===== config.mk =====
export PLATFORM = sky130hd
export DESIGN_NAME = rfa_regs
export DESIGN_NICKNAME = d
export VERILOG_FILES = /design/src/hw/rfa_pkg.sv /design/src/hw/rfa_clear_count.sv /design/src/hw/rfa_regs.sv
export SDC_FILE = /design/constraint.sdc
export NUM_CORES = 1
export LEC_CHECK = 0
export BUFFER_PORTS_ARGS = -buffer_cell sky130_fd_sc_hd__buf_2
export CORE_MARGIN = 5
export CORE_UTILIZATION = 45
export CTS_BUF_LIST = sky130_fd_sc_hd__clkbuf_8 sky130_fd_sc_hd__clkbuf_16
export CTS_CLUSTER_SIZE = 28
export DETAILED_ROUTE_END_ITERATION = 6
export GPL_TIMING_DRIVEN = 0
export PLACE_DENSITY = 0.73
export SYNTH_ARGS = -nofsm -noshare
export SYNTH_HDL_FRONTEND = slang
export SYNTH_SLANG_ARGS = --single-unit
export TNS_END_PERCENT = 1

===== constraint.sdc =====
create_clock -name clk_i -period 2.1 [get_ports clk_i]
set_input_delay 0.315 -clock clk_i [delete_from_list [all_inputs] [get_ports clk_i]]
set_output_delay 0.315 -clock clk_i [all_outputs]
set_load 0.05 [all_outputs]

===== src/hw/rfa_pkg.sv =====
package rfa_pkg;
	// Register byte offsets inside the register page
	localparam logic [11:0] OFS_RX_CFG   = 12'h102;
	localparam logic [11:0] OFS_RX_CTL   = 12'h104;
	localparam logic [11:0] OFS_TX_CFG   = 12'h106;
	localparam logic [11:0] OFS_TX_CMD   = 12'h108;
	localparam logic [11:0] OFS_BUF_CFG  = 12'h10a;
	localparam logic [11:0] OFS_LINE_CTL = 12'h112;
	localparam logic [11:0] OFS_SELF_CTL = 12'h114;
	localparam logic [11:0] OFS_BUS_CTL  = 12'h116;
	localparam logic [11:0] OFS_TEST_CTL = 12'h118;
	localparam logic [11:0] OFS_ISQ      = 12'h120;
	localparam logic [11:0] OFS_RX_EVT   = 12'h124;
	localparam logic [11:0] OFS_TX_EVT   = 12'h128;
	localparam logic [11:0] OFS_BUF_EVT  = 12'h12c;
	localparam logic [11:0] OFS_MISS_CNT = 12'h130;
	localparam logic [11:0] OFS_COL_CNT  = 12'h132;
	localparam logic [11:0] OFS_LINE_ST  = 12'h134;
	localparam logic [11:0] OFS_SELF_ST  = 12'h136;
	localparam logic [11:0] OFS_BUS_ST   = 12'h138;
	localparam logic [11:0] OFS_TDR_CNT  = 12'h13c;

	// Register numbers that read back in bits 5:0
	localparam logic [5:0] ID_RX_CFG   = 6'h03;
	localparam logic [5:0] ID_RX_CTL   = 6'h05;
	localparam logic [5:0] ID_TX_CFG   = 6'h07;
	localparam logic [5:0] ID_TX_CMD   = 6'h09;
	localparam logic [5:0] ID_BUF_CFG  = 6'h0b;
	localparam logic [5:0] ID_LINE_CTL = 6'h13;
	localparam logic [5:0] ID_SELF_CTL = 6'h15;
	localparam logic [5:0] ID_BUS_CTL  = 6'h17;
	localparam logic [5:0] ID_TEST_CTL = 6'h19;
	localparam logic [5:0] ID_RX_EVT   = 6'h04;
	localparam logic [5:0] ID_TX_EVT   = 6'h08;
	localparam logic [5:0] ID_BUF_EVT  = 6'h0c;
	localparam logic [5:0] ID_LINE_ST  = 6'h14;
	localparam logic [5:0] ID_SELF_ST  = 6'h16;
	localparam logic [5:0] ID_BUS_ST   = 6'h18;

	// Upper ten bits of every stored register reset to zero
	localparam logic [9:0]  FIELD_RESET = 10'h000;
	localparam logic [15:0] ISQ_RESET   = 16'h0000;
	localparam int          CNT_W       = 10;
	localparam int          NUM_CNT     = 3;

	// Field positions within the upper ten bits (bit 6 of the word is index 0)
	localparam int ACT_ONCE_BIT   = 0;
	localparam int CFG_GOOD_IE    = 2;
	localparam int CFG_DMA_ONLY   = 3;
	localparam int CFG_CRC_IE     = 6;
	localparam int CFG_RUNT_IE    = 7;
	localparam int CFG_EXTRA_IE   = 8;
	localparam int CTL_HASH_KEEP  = 0;
	localparam int CTL_ANY_KEEP   = 1;
	localparam int CTL_GOOD_KEEP  = 2;
	localparam int CTL_GROUP_KEEP = 3;
	localparam int CTL_OWN_KEEP   = 4;
	localparam int CTL_BCAST_KEEP = 5;
	localparam int CTL_CRC_KEEP   = 6;
	localparam int CTL_RUNT_KEEP  = 7;
	localparam int CTL_EXTRA_KEEP = 8;
	localparam int EVT_IAHASH     = 0;
	localparam int EVT_DRIBBLE    = 1;
	localparam int EVT_GOOD       = 2;
	localparam int EVT_HASHED     = 3;
	localparam int EVT_OWN        = 4;
	localparam int EVT_BCAST      = 5;
	localparam int EVT_CRC        = 6;
	localparam int EVT_RUNT       = 7;
	localparam int EVT_EXTRA      = 8;

	// Frame length limits in bytes
	localparam logic [10:0] RUNT_LIMIT  = 11'd64;
	localparam logic [10:0] MAX_LEN     = 11'd1518;
	localparam logic [10:0] DISCARD_LEN = 11'd8;
endpackage : rfa_pkg


===== src/hw/rfa_clear_count.sv =====
`timescale 1ns/1ps
module rfa_clear_count
	import rfa_pkg::*;
(
	input  wire logic             clk_i,
	input  wire logic             reset_i,
	input  wire logic             inc_i,
	input  wire logic             clear_i,
	output logic [CNT_W-1:0]      count_o
);
	logic [CNT_W-1:0] next_count;

	// Count wraps; a count arriving with the read clear is kept as one
	always_comb begin
		next_count = count_o;
		if (clear_i) begin
			next_count = inc_i ? CNT_W'(1) : '0;
		end else if (inc_i) begin
			next_count = count_o + CNT_W'(1);
		end
	end

	always_ff @(posedge clk_i) begin
		if (reset_i) begin
			count_o <= '0;
		end else begin
			count_o <= next_count;
		end
	end
endmodule : rfa_clear_count


===== src/hw/rfa_regs.sv =====
//Behaviour
//- Receive control holds nine keep bits, one per received frame class.
//- A frame counts as accepted only when it is actually stored.
//- Four keep bits and their interrupt enables act fully independently.
//- Enabled interrupt without keep bit: interrupt fires, frame dropped, length zero.
//- Five keep bits filter on own, group, all-ones, any and hash address.
//- Hashed plus good frame: upper event bits report the hash index.
//- Event bits set on every event, whatever the enables say.
//- Any frame event with its enable set raises a host interrupt, except a good frame while DMA-only is set.
//- Reading an event register clears it to zero, unless a new event arrives in the same cycle.
//- Frames shorter than sixty-four bytes count as runts.
`timescale 1ns/1ps
module rfa_regs
	import rfa_pkg::*;
(
	input  wire logic        clk_i,
	input  wire logic        reset_i,
	input  wire logic [11:0] host_addr_i,
	input  wire logic        host_rd_i,
	input  wire logic        host_wr_i,
	input  wire logic [15:0] host_wdata_i,
	output logic [15:0]      host_rdata_o,
	input  wire logic        frame_done_i,
	input  wire logic [10:0] frame_len_i,
	input  wire logic        frame_crc_bad_i,
	input  wire logic        frame_dribble_i,
	input  wire logic        dest_own_i,
	input  wire logic        dest_group_i,
	input  wire logic        dest_bcast_i,
	input  wire logic        dest_hash_i,
	input  wire logic [5:0]  hash_index_i,
	input  wire logic [9:0]  tx_event_set_i,
	input  wire logic [9:0]  buf_event_set_i,
	input  wire logic [2:0]  count_inc_i,
	input  wire logic [9:0]  tx_command_i,
	input  wire logic [9:0]  line_status_i,
	input  wire logic [9:0]  self_status_i,
	input  wire logic [9:0]  bus_status_i,
	output logic             frame_store_o,
	output logic [10:0]      frame_store_len_o,
	output logic             irq_o,
	output logic [3:0]       act_once_o,
	output logic [9:0]       receive_config_o,
	output logic [9:0]       receive_control_o,
	output logic [9:0]       transmit_config_o,
	output logic [9:0]       buffer_config_o,
	output logic [9:0]       line_control_o,
	output logic [9:0]       self_control_o,
	output logic [9:0]       bus_control_o,
	output logic [9:0]       test_control_o
);
	////////////////////////////////////////////////////////////////////////
	logic [9:0]       rx_evt;
	logic [9:0]       tx_evt;
	logic [9:0]       buf_evt;
	logic [9:0]       next_rx_evt;
	logic [9:0]       next_tx_evt;
	logic [9:0]       next_buf_evt;
	logic [9:0]       next_rx_cfg;
	logic [9:0]       next_rx_ctl;
	logic [9:0]       next_tx_cfg;
	logic [9:0]       next_buf_cfg;
	logic [9:0]       next_line_ctl;
	logic [9:0]       next_self_ctl;
	logic [9:0]       next_bus_ctl;
	logic [9:0]       next_test_ctl;
	logic [3:0]       next_act_once;
	logic [15:0]      next_rdata;
	logic             next_store;
	logic [10:0]      next_store_len;
	logic             next_irq;
	logic [CNT_W-1:0] cnt [NUM_CNT];
	logic [2:0]       cnt_clear;
	logic             is_runt;
	logic             is_extra;
	logic             is_good;
	logic             addr_pass;
	logic             class_pass;
	logic [9:0]       frame_evt;
	logic             rd_hit;
	logic             wr_hit;

	assign rd_hit = host_rd_i;
	assign wr_hit = host_wr_i;

	////////////////////////////////////////////////////////////////////////
	// Frame classification and keep decision
	always_comb begin
		is_runt    = frame_len_i < RUNT_LIMIT;
		is_extra   = frame_len_i > MAX_LEN;
		is_good    = !frame_crc_bad_i && !is_runt && !is_extra;
		// Destination filter; any-address keep overrides the rest
		addr_pass  = receive_control_o[CTL_ANY_KEEP]
			|| (dest_own_i && receive_control_o[CTL_OWN_KEEP])
			|| (dest_group_i && receive_control_o[CTL_GROUP_KEEP])
			|| (dest_bcast_i && receive_control_o[CTL_BCAST_KEEP])
			|| (dest_hash_i && receive_control_o[CTL_HASH_KEEP]);
		// Every failing class needs its own keep bit, irq enables not consulted
		class_pass = (!is_extra || receive_control_o[CTL_EXTRA_KEEP])
			&& (!is_runt || receive_control_o[CTL_RUNT_KEEP])
			&& (!frame_crc_bad_i || receive_control_o[CTL_CRC_KEEP])
			&& (!is_good || receive_control_o[CTL_GOOD_KEEP]);
		// Very short frames are never stored
		next_store     = frame_done_i && addr_pass && class_pass
			&& (frame_len_i >= DISCARD_LEN);
		next_store_len = next_store ? frame_len_i : 11'h000;
		frame_evt = '0;
		frame_evt[EVT_DRIBBLE] = frame_dribble_i;
		frame_evt[EVT_GOOD]    = is_good;
		frame_evt[EVT_HASHED]  = dest_hash_i;
		frame_evt[EVT_IAHASH]  = dest_hash_i && receive_control_o[CTL_HASH_KEEP];
		if (is_good && dest_hash_i) begin
			frame_evt[9:4] = hash_index_i;
		end else begin
			frame_evt[EVT_OWN]   = is_good && dest_own_i && receive_control_o[CTL_OWN_KEEP];
			frame_evt[EVT_BCAST] = is_good && dest_bcast_i
				&& receive_control_o[CTL_BCAST_KEEP];
			frame_evt[EVT_CRC]   = frame_crc_bad_i;
			frame_evt[EVT_RUNT]  = is_runt;
			frame_evt[EVT_EXTRA] = is_extra;
		end
		// Interrupt follows the enable alone, even for a dropped frame
		// Good-frame interrupt is held off while every frame goes by DMA
		next_irq = frame_done_i && (
			(is_extra && receive_config_o[CFG_EXTRA_IE])
			|| (is_runt && receive_config_o[CFG_RUNT_IE])
			|| (frame_crc_bad_i && receive_config_o[CFG_CRC_IE])
			|| (is_good && receive_config_o[CFG_GOOD_IE]
				&& !receive_config_o[CFG_DMA_ONLY]));
	end

	////////////////////////////////////////////////////////////////////////
	// Event registers; a new event beats the read clear
	always_comb begin
		next_rx_evt  = rx_evt;
		next_tx_evt  = tx_evt;
		next_buf_evt = buf_evt;
		if (rd_hit && host_addr_i == OFS_RX_EVT) begin
			next_rx_evt = '0;
		end
		if (rd_hit && host_addr_i == OFS_TX_EVT) begin
			next_tx_evt = '0;
		end
		if (rd_hit && host_addr_i == OFS_BUF_EVT) begin
			next_buf_evt = '0;
		end
		// A hash-index frame replaces flags, as the two meanings cannot mix
		if (frame_done_i) begin
			next_rx_evt = (is_good && dest_hash_i) ? frame_evt
				: (next_rx_evt | frame_evt);
		end
		next_tx_evt  = next_tx_evt | tx_event_set_i;
		next_buf_evt = next_buf_evt | buf_event_set_i;
	end

	always_ff @(posedge clk_i) begin
		if (reset_i) begin
			rx_evt  <= FIELD_RESET;
			tx_evt  <= FIELD_RESET;
			buf_evt <= FIELD_RESET;
		end else begin
			rx_evt  <= next_rx_evt;
			tx_evt  <= next_tx_evt;
			buf_evt <= next_buf_evt;
		end
	end

	////////////////////////////////////////////////////////////////////////
	// Clear-on-read counters: missed frames, collisions, reflectometer
	assign cnt_clear[0] = rd_hit && host_addr_i == OFS_MISS_CNT;
	assign cnt_clear[1] = rd_hit && host_addr_i == OFS_COL_CNT;
	assign cnt_clear[2] = rd_hit && host_addr_i == OFS_TDR_CNT;

	for (genvar g = 0; g < NUM_CNT; g++) begin : g_cnt
		rfa_clear_count u_cnt (
			.clk_i   (clk_i),
			.reset_i (reset_i),
			.inc_i   (count_inc_i[g]),
			.clear_i (cnt_clear[g]),
			.count_o (cnt[g])
		);
	end

	////////////////////////////////////////////////////////////////////////
	// Configuration writes; act-once bit is never stored, only pulsed
	always_comb begin
		next_rx_cfg   = receive_config_o;
		next_rx_ctl   = receive_control_o;
		next_tx_cfg   = transmit_config_o;
		next_buf_cfg  = buffer_config_o;
		next_line_ctl = line_control_o;
		next_self_ctl = self_control_o;
		next_bus_ctl  = bus_control_o;
		next_test_ctl = test_control_o;
		next_act_once = 4'h0;
		if (wr_hit) begin
			case (host_addr_i)
				OFS_RX_CFG: begin
					next_rx_cfg   = host_wdata_i[15:6] & ~10'h001;
					next_act_once[0] = host_wdata_i[6];
				end
				OFS_RX_CTL:   next_rx_ctl   = host_wdata_i[15:6];
				OFS_TX_CFG:   next_tx_cfg   = host_wdata_i[15:6];
				OFS_BUF_CFG: begin
					next_buf_cfg  = host_wdata_i[15:6] & ~10'h001;
					next_act_once[3] = host_wdata_i[6];
				end
				OFS_LINE_CTL: next_line_ctl = host_wdata_i[15:6];
				OFS_SELF_CTL: begin
					next_self_ctl = host_wdata_i[15:6] & ~10'h001;
					next_act_once[1] = host_wdata_i[6];
				end
				OFS_BUS_CTL: begin
					next_bus_ctl  = host_wdata_i[15:6] & ~10'h001;
					next_act_once[2] = host_wdata_i[6];
				end
				OFS_TEST_CTL: next_test_ctl = host_wdata_i[15:6];
				default:      next_act_once = 4'h0;
			endcase
		end
	end

	////////////////////////////////////////////////////////////////////////
	// Read mux; reserved and status words never change state, event and counter reads clear them
	always_comb begin
		next_rdata = host_rdata_o;
		if (rd_hit) begin
			case (host_addr_i)
				OFS_RX_CFG:   next_rdata = {receive_config_o, ID_RX_CFG};
				OFS_RX_CTL:   next_rdata = {receive_control_o, ID_RX_CTL};
				OFS_TX_CFG:   next_rdata = {transmit_config_o, ID_TX_CFG};
				OFS_TX_CMD:   next_rdata = {tx_command_i, ID_TX_CMD};
				OFS_BUF_CFG:  next_rdata = {buffer_config_o, ID_BUF_CFG};
				OFS_LINE_CTL: next_rdata = {line_control_o, ID_LINE_CTL};
				OFS_SELF_CTL: next_rdata = {self_control_o, ID_SELF_CTL};
				OFS_BUS_CTL:  next_rdata = {bus_control_o, ID_BUS_CTL};
				OFS_TEST_CTL: next_rdata = {test_control_o, ID_TEST_CTL};
				OFS_ISQ:      next_rdata = ISQ_RESET;
				OFS_RX_EVT:   next_rdata = {rx_evt, ID_RX_EVT};
				OFS_TX_EVT:   next_rdata = {tx_evt, ID_TX_EVT};
				OFS_BUF_EVT:  next_rdata = {buf_evt, ID_BUF_EVT};
				OFS_MISS_CNT: next_rdata = {cnt[0], 6'h00};
				OFS_COL_CNT:  next_rdata = {cnt[1], 6'h00};
				OFS_LINE_ST:  next_rdata = {line_status_i, ID_LINE_ST};
				OFS_SELF_ST:  next_rdata = {self_status_i, ID_SELF_ST};
				OFS_BUS_ST:   next_rdata = {bus_status_i, ID_BUS_ST};
				OFS_TDR_CNT:  next_rdata = {cnt[2], 6'h00};
				default:      next_rdata = 16'h0000;
			endcase
		end
	end

	////////////////////////////////////////////////////////////////////////
	// Register stage for configuration, read data and frame results
	always_ff @(posedge clk_i) begin
		if (reset_i) begin
			receive_config_o  <= FIELD_RESET;
			receive_control_o <= FIELD_RESET;
			transmit_config_o <= FIELD_RESET;
			buffer_config_o   <= FIELD_RESET;
			line_control_o    <= FIELD_RESET;
			self_control_o    <= FIELD_RESET;
			bus_control_o     <= FIELD_RESET;
			test_control_o    <= FIELD_RESET;
			act_once_o        <= 4'h0;
			host_rdata_o      <= 16'h0000;
			frame_store_o     <= 1'b0;
			frame_store_len_o <= 11'h000;
			irq_o             <= 1'b0;
		end else begin
			receive_config_o  <= next_rx_cfg;
			receive_control_o <= next_rx_ctl;
			transmit_config_o <= next_tx_cfg;
			buffer_config_o   <= next_buf_cfg;
			line_control_o    <= next_line_ctl;
			self_control_o    <= next_self_ctl;
			bus_control_o     <= next_bus_ctl;
			test_control_o    <= next_test_ctl;
			act_once_o        <= next_act_once;
			host_rdata_o      <= next_rdata;
			frame_store_o     <= next_store;
			frame_store_len_o <= next_store_len;
			irq_o             <= next_irq;
		end
	end
endmodule : rfa_regs


Yosys cells after proc, flatten, opt, wreduce, memory -nomap -nowiden --
Index checks and enable logic that the tools add are counted.
Cells by class: bitwise logic cells 9, magnitude comparators 3, $add $sub $neg 3, eq/ne operators 18, reductions and logical operators 61, multiplexer cells 17
Operators with widths (number):
- one-hot mux 16 bit (18 select lines) | 1
- equality test 12 x 9 -> 1 bit, second input constant | 18
- 2-to-1 mux 10 bit | 11
- adder 10 x 1 -> 10 bit, second input constant | 3
- bitwise OR 10 bit | 3
- logical AND 1 bit | 29
- AND reduction 2 bit | 8
- OR reduction 3 bit | 4
- >= comparator 11 x 4 -> 1 bit, second input constant | 1
- > comparator 11 bit, second input constant | 1
- logical OR 1 bit | 11
- less-than comparator 11 x 7 -> 1 bit, second input constant | 1
- inverter 1 bit | 6
- nonzero test 2 bit | 3
- logical NOT 1 bit | 5
- 2-to-1 mux 5 bit | 1
- 2-to-1 mux 1 bit | 4
- OR reduction 2 bit | 1
Storage, ports and cells: input bits 119, bits in registers 169, word-level logic and storage cells 133, output and inout bits 113

Logic depth before layout (Yosys ltp) --
Gate-level depths: netlist (run 1).
word-level depth 11, depth in mapped cells 9

By module --
Synthesis (run 1) repeated with hierarchy kept, for this count alone.
Unflattened totals: cells, all modules 964, area, all modules 8419.3 um^2
Modules (own cells, without submodules):
- rfa_regs | times used 1, area each 7034.2 um^2, seq. area each 2762.6 um^2, cells an instance 817
- rfa_clear_count | times used 3, area each 461.7 um^2, seq. area each 200.2 um^2, cells an instance 49

Worst setup path after synthesis (run 1) --
No wires, ideal clock.
path kind input port to flip-flop, from input host_addr_i[7], to register buf_evt[0], stages on the path 7, data arrival time 1.999 ns, data required time 1.972 ns, setup time 0.128 ns, setup slack -0.027 ns, path through buf_2 or4b_1 or2_2 nor2_2 nand3_2 a21oi_1 nor2_1
Between the ends: cells in the longest elaborated chain, start to end 4
RTL lines:
- from (decl) | RTL line rfa_regs.sv:18 | input wire logic [11:0] host_addr_i,
- equality test 12 x 9 -> 1 bit | RTL line rfa_regs.sv:144 | if (rd_hit && host_addr_i == OFS_BUF_EVT) begin
- logical AND 1 bit | RTL line rfa_regs.sv:144
- 2-to-1 mux 10 bit | RTL line rfa_regs.sv:144
- bitwise OR 10 bit | RTL line rfa_regs.sv:153 | next_buf_evt = next_buf_evt | buf_event_set_i;
- to (signal assigned) | RTL line rfa_regs.sv:164 | buf_evt <= next_buf_evt;
- to (decl) | RTL line rfa_regs.sv:55 | logic [9:0] buf_evt;
Every way passes these cells. A chain may end at the register's enable or synchronous reset.

Final worst setup path (run 1) --
from input host_addr_i[0], to register host_rdata_o[15]
Between the ends: cells in the longest elaborated chain, start to end 2, elaborated cells on any way between the ends 19, those cells by class eq/ne: 18; mux: 1
RTL lines:
- equality test 12 x 9 -> 1 bit | RTL line rfa_regs.sv:228 | case (host_addr_i)
- one-hot mux 16 bit (18 select lines) (*) | RTL line rfa_regs.sv:228
- to (signal assigned) | RTL line rfa_regs.sv:280 | host_rdata_o <= next_rdata;
- to (decl) | RTL line rfa_regs.sv:22 | output logic [15:0] host_rdata_o,
Mark *: on every way between the ends. The rest lies on a longest branch, timed or not.

==> flow_summary.ini, run 1 <==
[floorplan]
io_pins = 232
dieArea_sq_um = 20700
die_h_microns = 144
core-area_sq_um = 17800
num_rows = 49
initial_core_util_pct = 45.3
die_x_microns = 144

[yosys]
synthesis.area_sq_um = 8080
avgSynthCellArea_sq_um = 8.21
ys_seq_area_share_pct = 41.6
ys_warn_count = 0
synth.mux.area_fraction_pct = 4.66
syn_inst = 984
synth-main-ff-cell = dfxtp_1
ys_seq_elements = 168
synth_top_family_by_area = simple AND/OR/NAND/NOR gates
ys_types = 75
synth_xor_area_share_pct = 3.04
synth-compound-area-share_pct = 19.6
synth-simple-area-share_pct = 25.9
synthAdderAreaFrac_pct = 0.589
synth_edf_count = 0
synth-async-reset-ratio_pct = 0

[power_and_ir_drop]
cell_internal_pwr_uw = 5390
power_switching_uw = 1890
sw_frac_of_total_pct = 26.0
pwr-share-seq_pct = 45.1
pwr_density_cell_nw_per_um2 = 714
combPwrFrac_pct = 8.9
finalPower_uw = 7280
p_leak_uw = 0.00405
ir_worst_vdd_mv = 0.556
clkPwrFrac_pct = 46.0

[routing]
first_pass_iters = 7
viasPerCell = 6.10
ant_nets = 0
via_count = 8849
drcViolationCount = 4
wl_per_cell_microns = 23.7
drtIter0Drc = 960
wl_microns = 34400

[cells_and_area]
final_nets = 1331
fillers = 1674
register_area_sq_um = 3360
layout.cells.non_filler = 1451
fin_util_pct = 57.2
antenna_cells = 0
areaGrowthSynthToFinish_pct = 26.3
multi_input_area_sq_um = 4520
drive_above_1_share_pct = 27.3

[worst_setup_path]
crit_path_max_fanout = 9
critical_path_class = in -> reg
crit_required_ps = 2370
r2r_start = test_control_o[7]
worst_path_max_delay_cell = a2111oi_1
cp_cell_sequence = buf_2, or3b_1, clkbuf_1, nor4_4, nand2_1, o221ai_1, a2111oi_1, a211oi_1
rr_endpoint = host_rdata_o[13]
critPathTopFamily = compound AO/OA/AOI/OAI gates
worstSetupStartpointType = input port
r2r.worst_path.cells = 5
worst-path-buf-inv = 2
slowest_delay_ps = 630
endpoint_kind = flip-flop
arrival_ps = 2500
reg2reg_slack_ps = 120

[outcome]
status = finished with violations
violations = DRC, setup timing

[grt]
antenna_found_initial = 0
grtUsageTotal_pct = 32.6
grt_overflow_total = 0
grt_pass1_vias = 8349
grt_start_max_net_pins = 17
use_met2_pct = 50.2
busiest_layer = met2
use_met3_pct = 6.45
grt_pass1_wl_microns = 50800
grt_use_met1_pct = 45.0

[placement]
dpl.cell_count = 1420
place_congestion = 1.01
port-buffer-count = 203
hpwl_microns = 26100

[clock_network]
cts_tree = built
clkSinkCount = 168
cts_made_buffers = 17
cts_max_path_buffers = 2
clk_latency_ps = 440
path_clk_slew_ps = 70
htree_levels = 4
root_buffer = clkbuf_16

[hold_path]
hp-class = in -> reg
hp-start = tx_event_set_i[0]
hold_depth = 3
hold_path_end = tx_evt[0]

[timing]
hold_violations = 0
fin_skew_ps = 10.3
tightestPinTransition_ps = 857
finalSetupTns_ps = -687
clock.fmax_mhz = 449
setup_violations = 9
finalMaxSlewViolations = 0
setup_slack_ps = -127
period_needed_ps = 2230
max-slew-margin-rel_pct = 42.7
finalCritPeriodShare_pct = 106
rsz0062_at_grt = true

[flow_run]
maxCapViolCount = 0
routing by layer:
metal  vias up  wire length (microns)
li1       3985                      -
met1      4195                  13900
met2       580                  15200
met3        89                   3990
met4         0                   1300
met5         -                      0
logic make-up (layout without fill, tap and decap cells):
group	after synthesis	in the layout
simple gates	433	433
compound gates	233	233
flops	168	168
buf+inv	80	314
mux	37	37
xor+xnor	28	28
fa+ha+maj	4	4
other cells	1	5
what timing repair did:
item | CTS | global route
setup buffers | 0 | 0
cloned | 0 | 0
hold buffers | 0 | 0
pin swaps | 3 | 1
endpoints found under the setup margin | 65 | 106
resized for setup | 38 | 16
synthesized netlist by cell type (6+ instances only):
cell,number,area [sq um]
dfxtp_1,168,3360
a222oi_1,6,60.1
buf_4,6,45.0
nand3_1,36,180
a31oi_1,6,37.5
a32o_1,7,70.1
and2_1,15,93.8
a22oi_1,15,113
xor2_1,21,184
nor3_1,17,85.1
a21oi_1,110,551
buf_2,30,150
nand2_1,187,702
a22o_1,10,87.6
o21ai_0,15,75.1
xnor2_1,7,61.3
nand4_1,13,81.3
nor4_1,8,50.1
nor2_1,98,368
mux2i_1,32,320
a221oi_1,6,52.6
inv_1,8,30.0
a211oi_1,8,60.1
clkbuf_1,28,105
and3_1,11,68.8
worst register-to-register path: stages, from the launching register on:
cell and delay (ps):
dfxtp_1 330, a22o_1 240, a32o_1 260, a221o_1 320, a2111oi_1 550, a221oi_2 120
worst max-delay path by stage:
stage | slack [ps] | cells past startpoint | endpoint | startpoint
5_1_grt | -180 | 8 | host_rdata_o[8] | host_addr_i[7]
6_report | -130 | 8 | host_rdata_o[15] | host_addr_i[0]
3_5_place_dp | -1130 | 8 | host_rdata_o[10] | host_addr_i[3]
4_1_cts | -30 | 8 | host_rdata_o[8] | host_addr_i[9]
2_1_floorplan | 1 | 6 | host_rdata_o[10] | host_addr_i[7]
3_3_place_gp | -1240 | 8 | host_rdata_o[8] | host_addr_i[2]
cell type report:
type	instances	area share (%)
sequential	168	33.0
multi-input combinational	740	44.3
clock inverter	14	1.82
tap	229	2.81
clock buffer	18	4.31
buffer	69	3.45
inverter	10	0.405
timing repair buffer	203	9.96
sequential cells by signal, indices dropped and copies added (netlist names):
signal,cells
act_once_o,4
buf_evt,10
buffer_config_o,9
bus_control_o,9
frame_store_len_o,11
frame_store_o,1
g_cnt.u_cnt.count_o,30
host_rdata_o,15
irq_o,1
line_control_o,10
receive_config_o,9
receive_control_o,10
rx_evt,10
self_control_o,9
test_control_o,10
transmit_config_o,10
tx_evt,10
through the flow:
stage / hold WS [ps] / cell area (sq um) / setup WS (ps)
after global routing: 89.1 / 10200 / -184
after floorplan: 422 / 8100 / 1.00
final: 86.4 / 10200 / -127
after detailed placement: 453 / 9400 / -1130
after global placement: 439 / 9400 / -1240
after CTS: 75.9 / 10100 / -28.4
power groups by stage:
stage          combinational [uW]  clock [uW]  sequential (uW)
3_3_place_gp                  605           0             3350
4_1_cts                       625        3360             3280
5_1_grt                       686        3480             3280
6_report                      649        3350             3280
2_1_floorplan                 333           0             3350
3_5_place_dp                  609           0             3350
cell usage in the layout, fill, tap and decap left out, types with 4 or more instances in the layout:
cell	netlist	final
a31oi_1	6	6
o2bb2ai_1	4	4
nand3_1	36	35
nand2_2	0	5
nor2_1	98	95
dfxtp_1	168	168
nor2b_1	5	5
conb_1	1	5
a221oi_2	5	5
nor3_1	17	15
nand2_1	187	182
nand4_1	13	13
mux2_2	5	5
a222oi_1	6	6
clkbuf_16	0	17
and2_1	15	15
or4_1	4	4
a21oi_1	110	109
nor4_1	8	6
xnor2_1	7	7
xor2_1	21	21
a32oi_1	5	5
o21ai_0	15	15
clkinv_4	0	4
a221oi_1	6	6
buf_2	30	230
nor4_2	4	4
nor4_4	2	4
mux2i_1	32	32
inv_1	8	8
nor2_4	0	4
clkbuf_1	28	25
a22o_1	10	10
inv_6	0	5
a32o_1	7	7
buf_4	6	11
a22oi_1	15	15
a211oi_1	8	8
and3_1	11	10
(Power assumes the default switching activity.)
==> run 2: changes to the inputs <==
Settings changed: PLACE_DENSITY 0.73 to 0.71.
Clock period 2.1 ns to 2.5 ns, I/O delays scaled along.
==> run 2 against run 1 <==
Total power is 15% lower. Largest cell class unchanged. Non-clock buffer count is 1 higher. Combinational power is 18% lower. The run ends with DRC left. Cell count hardly changed.
==> flow_summary.ini, run 2 (same netlist as run 1, synthesis figures left out) <==
[outcome]
status = finished with violations
violations = DRC

[cells_and_area]
design_area_sq_um = 10100
final_nets = 1332
antenna_cells = 0
areaGrowthSynthToFinish_pct = 25.0
mostFrequentLayoutCells = buf_2 (234), nand2_1 (187), dfxtp_1 (168)
layout_commonest_cell = buf_2
largestRegisters = g_cnt.u_cnt.count_o x30, host_rdata_o x15, frame_store_len_o x11
layout.cells.non_filler = 1452
largest_reg_flops = 30
drive_above_1_share_pct = 25.7
regMostFlops = g_cnt.u_cnt.count_o

[routing]
top_layer_used = met4
first_pass_iters = 7
wl_microns = 34000
wl_met3_microns = 4000
via_count = 8750
drtIter0Drc = 919
drt-met1-wl_microns = 13700
ant_nets = 0
viasPerCell = 6.03
route.met2.wl_microns = 15000
drcViolationCount = 14
wl_per_cell_microns = 23.4

[timing]
finalMaxSlewViolations = 0
max-slew-margin-rel_pct = 38.9
hold_slack_ps = 147
period_needed_ps = 2490
fin_skew_ps = 10.3
tightestPinTransition_ps = 915
rsz0062_at_grt = false
hold_violations = 0
finalCritPeriodShare_pct = 99.7
clock.fmax_mhz = 401
setup_violations = 0

[grt]
grt_start_max_net_pins = 17
grtUsageTotal_pct = 31.9
grt_overflow_total = 0
grt_pass1_vias = 8053
grt_pass1_wl_microns = 49500
antenna_found_initial = 0

[flow_run]
maxCapViolCount = 0

[clock_network]
path_clk_slew_ps = 70
root_buffer = clkbuf_16
post_cts_buffers = 0
cts_made_buffers = 17
hold_buffers = 0
cts_tree = built
clk_latency_ps = 430
cts_max_path_buffers = 2
htree_levels = 4
clkSinkCount = 168

[worst_setup_path]
arrival_ps = 2840
critical_path_class = in -> reg
r2r_start = test_control_o[7]
reg2reg_slack_ps = 460
crit_required_ps = 2850
crit_path_max_fanout = 10
endpoint_kind = flip-flop
worstSetupStartpointType = input port
rr_endpoint = host_rdata_o[13]
r2r.worst_path.cells = 5

[placement]
port-buffer-count = 203
hpwl_microns = 25800
dpl.cell_count = 1420
place_congestion = 0.979
post_dp_cell_area_sq_um = 9400

[hold_path]
hp-class = in -> reg
hold_path_end = tx_evt[2]
hold_depth = 3
hp-start = tx_event_set_i[2]

[floorplan]
dieArea_sq_um = 20700
io_pins = 232
initial_core_util_pct = 45.3
core-area_sq_um = 17800
die_h_microns = 144
die_x_microns = 144
num_rows = 49

[power_and_ir_drop]
ir_worst_vdd_mv = 0.454
pwr_density_cell_nw_per_um2 = 612
p_leak_uw = 0.00403
-- run 2: area by class of cell --
type	count	area [sq um]
Tap cell	229	287
Buffer	70	340
Clock inverter	15	213
Sequential cell	168	3360
Multi-Input combinational cell	740	4410
Inverter	10	37.5
Fill cell	1708	7740
Clock buffer	17	425
Timing Repair Buffer	203	1020
-- run 2: where the power goes --
group	internal (uW)	total [uW]	switching, uW
Clock	1700	2890	1190
Combinational	175	532	358
Sequential	2720	2760	34.4
Total	4600	6180	1590
-- run 2: worst max-delay path, stage by stage --
cell and delay [ps]:
buf_2 120, or4b_1 510, buf_4 210, nor2_2 280
buf_2 390, and3_1 470, a222oi_1 240, a211oi_2 250
-- run 2: per-layer routing --
layer | vias up | track usage [%]
li1 | 3974 | -
met1 | 4091 | 45.0
met2 | 604 | 48.1
met3 | 81 | 6.08
met4 | 0 | 12.9
met5 | - | 0
-- run 2: how the worst max path moves through the flow --
stage	from	endpoint	slack (ps)	cells past startpoint
2_1_floorplan	host_addr_i[7]	buf_evt[0]	310	7
3_3_place_gp	host_addr_i[9]	host_rdata_o[11]	-840	7
3_5_place_dp	host_addr_i[9]	host_rdata_o[11]	-740	7
4_1_cts	host_addr_i[2]	host_rdata_o[12]	-100	7
5_1_grt	host_addr_i[9]	host_rdata_o[10]	20	8
6_report	host_addr_i[9]	host_rdata_o[10]	6	8
-- run 2: what timing repair did --
item | 4_1_cts | 5_1_grt
resized for setup | 8 | 8
cloned | 0 | 0
hold endpoints to repair | 0 | 0
setup endpoints to repair | 12 | 8
-- run 2: stage by stage --
stage          util (%)  setup slack (ps)  power (uW)  TNS (ps)
2_1_floorplan         -               313        3090         0
3_3_place_gp       52.7              -844        3320    -29280
3_5_place_dp       52.7              -735        3330    -25750
4_1_cts            56.4             -98.4        6170      -253
5_1_grt            56.6              19.4        6350         0
6_report           56.6              6.35        6180         0
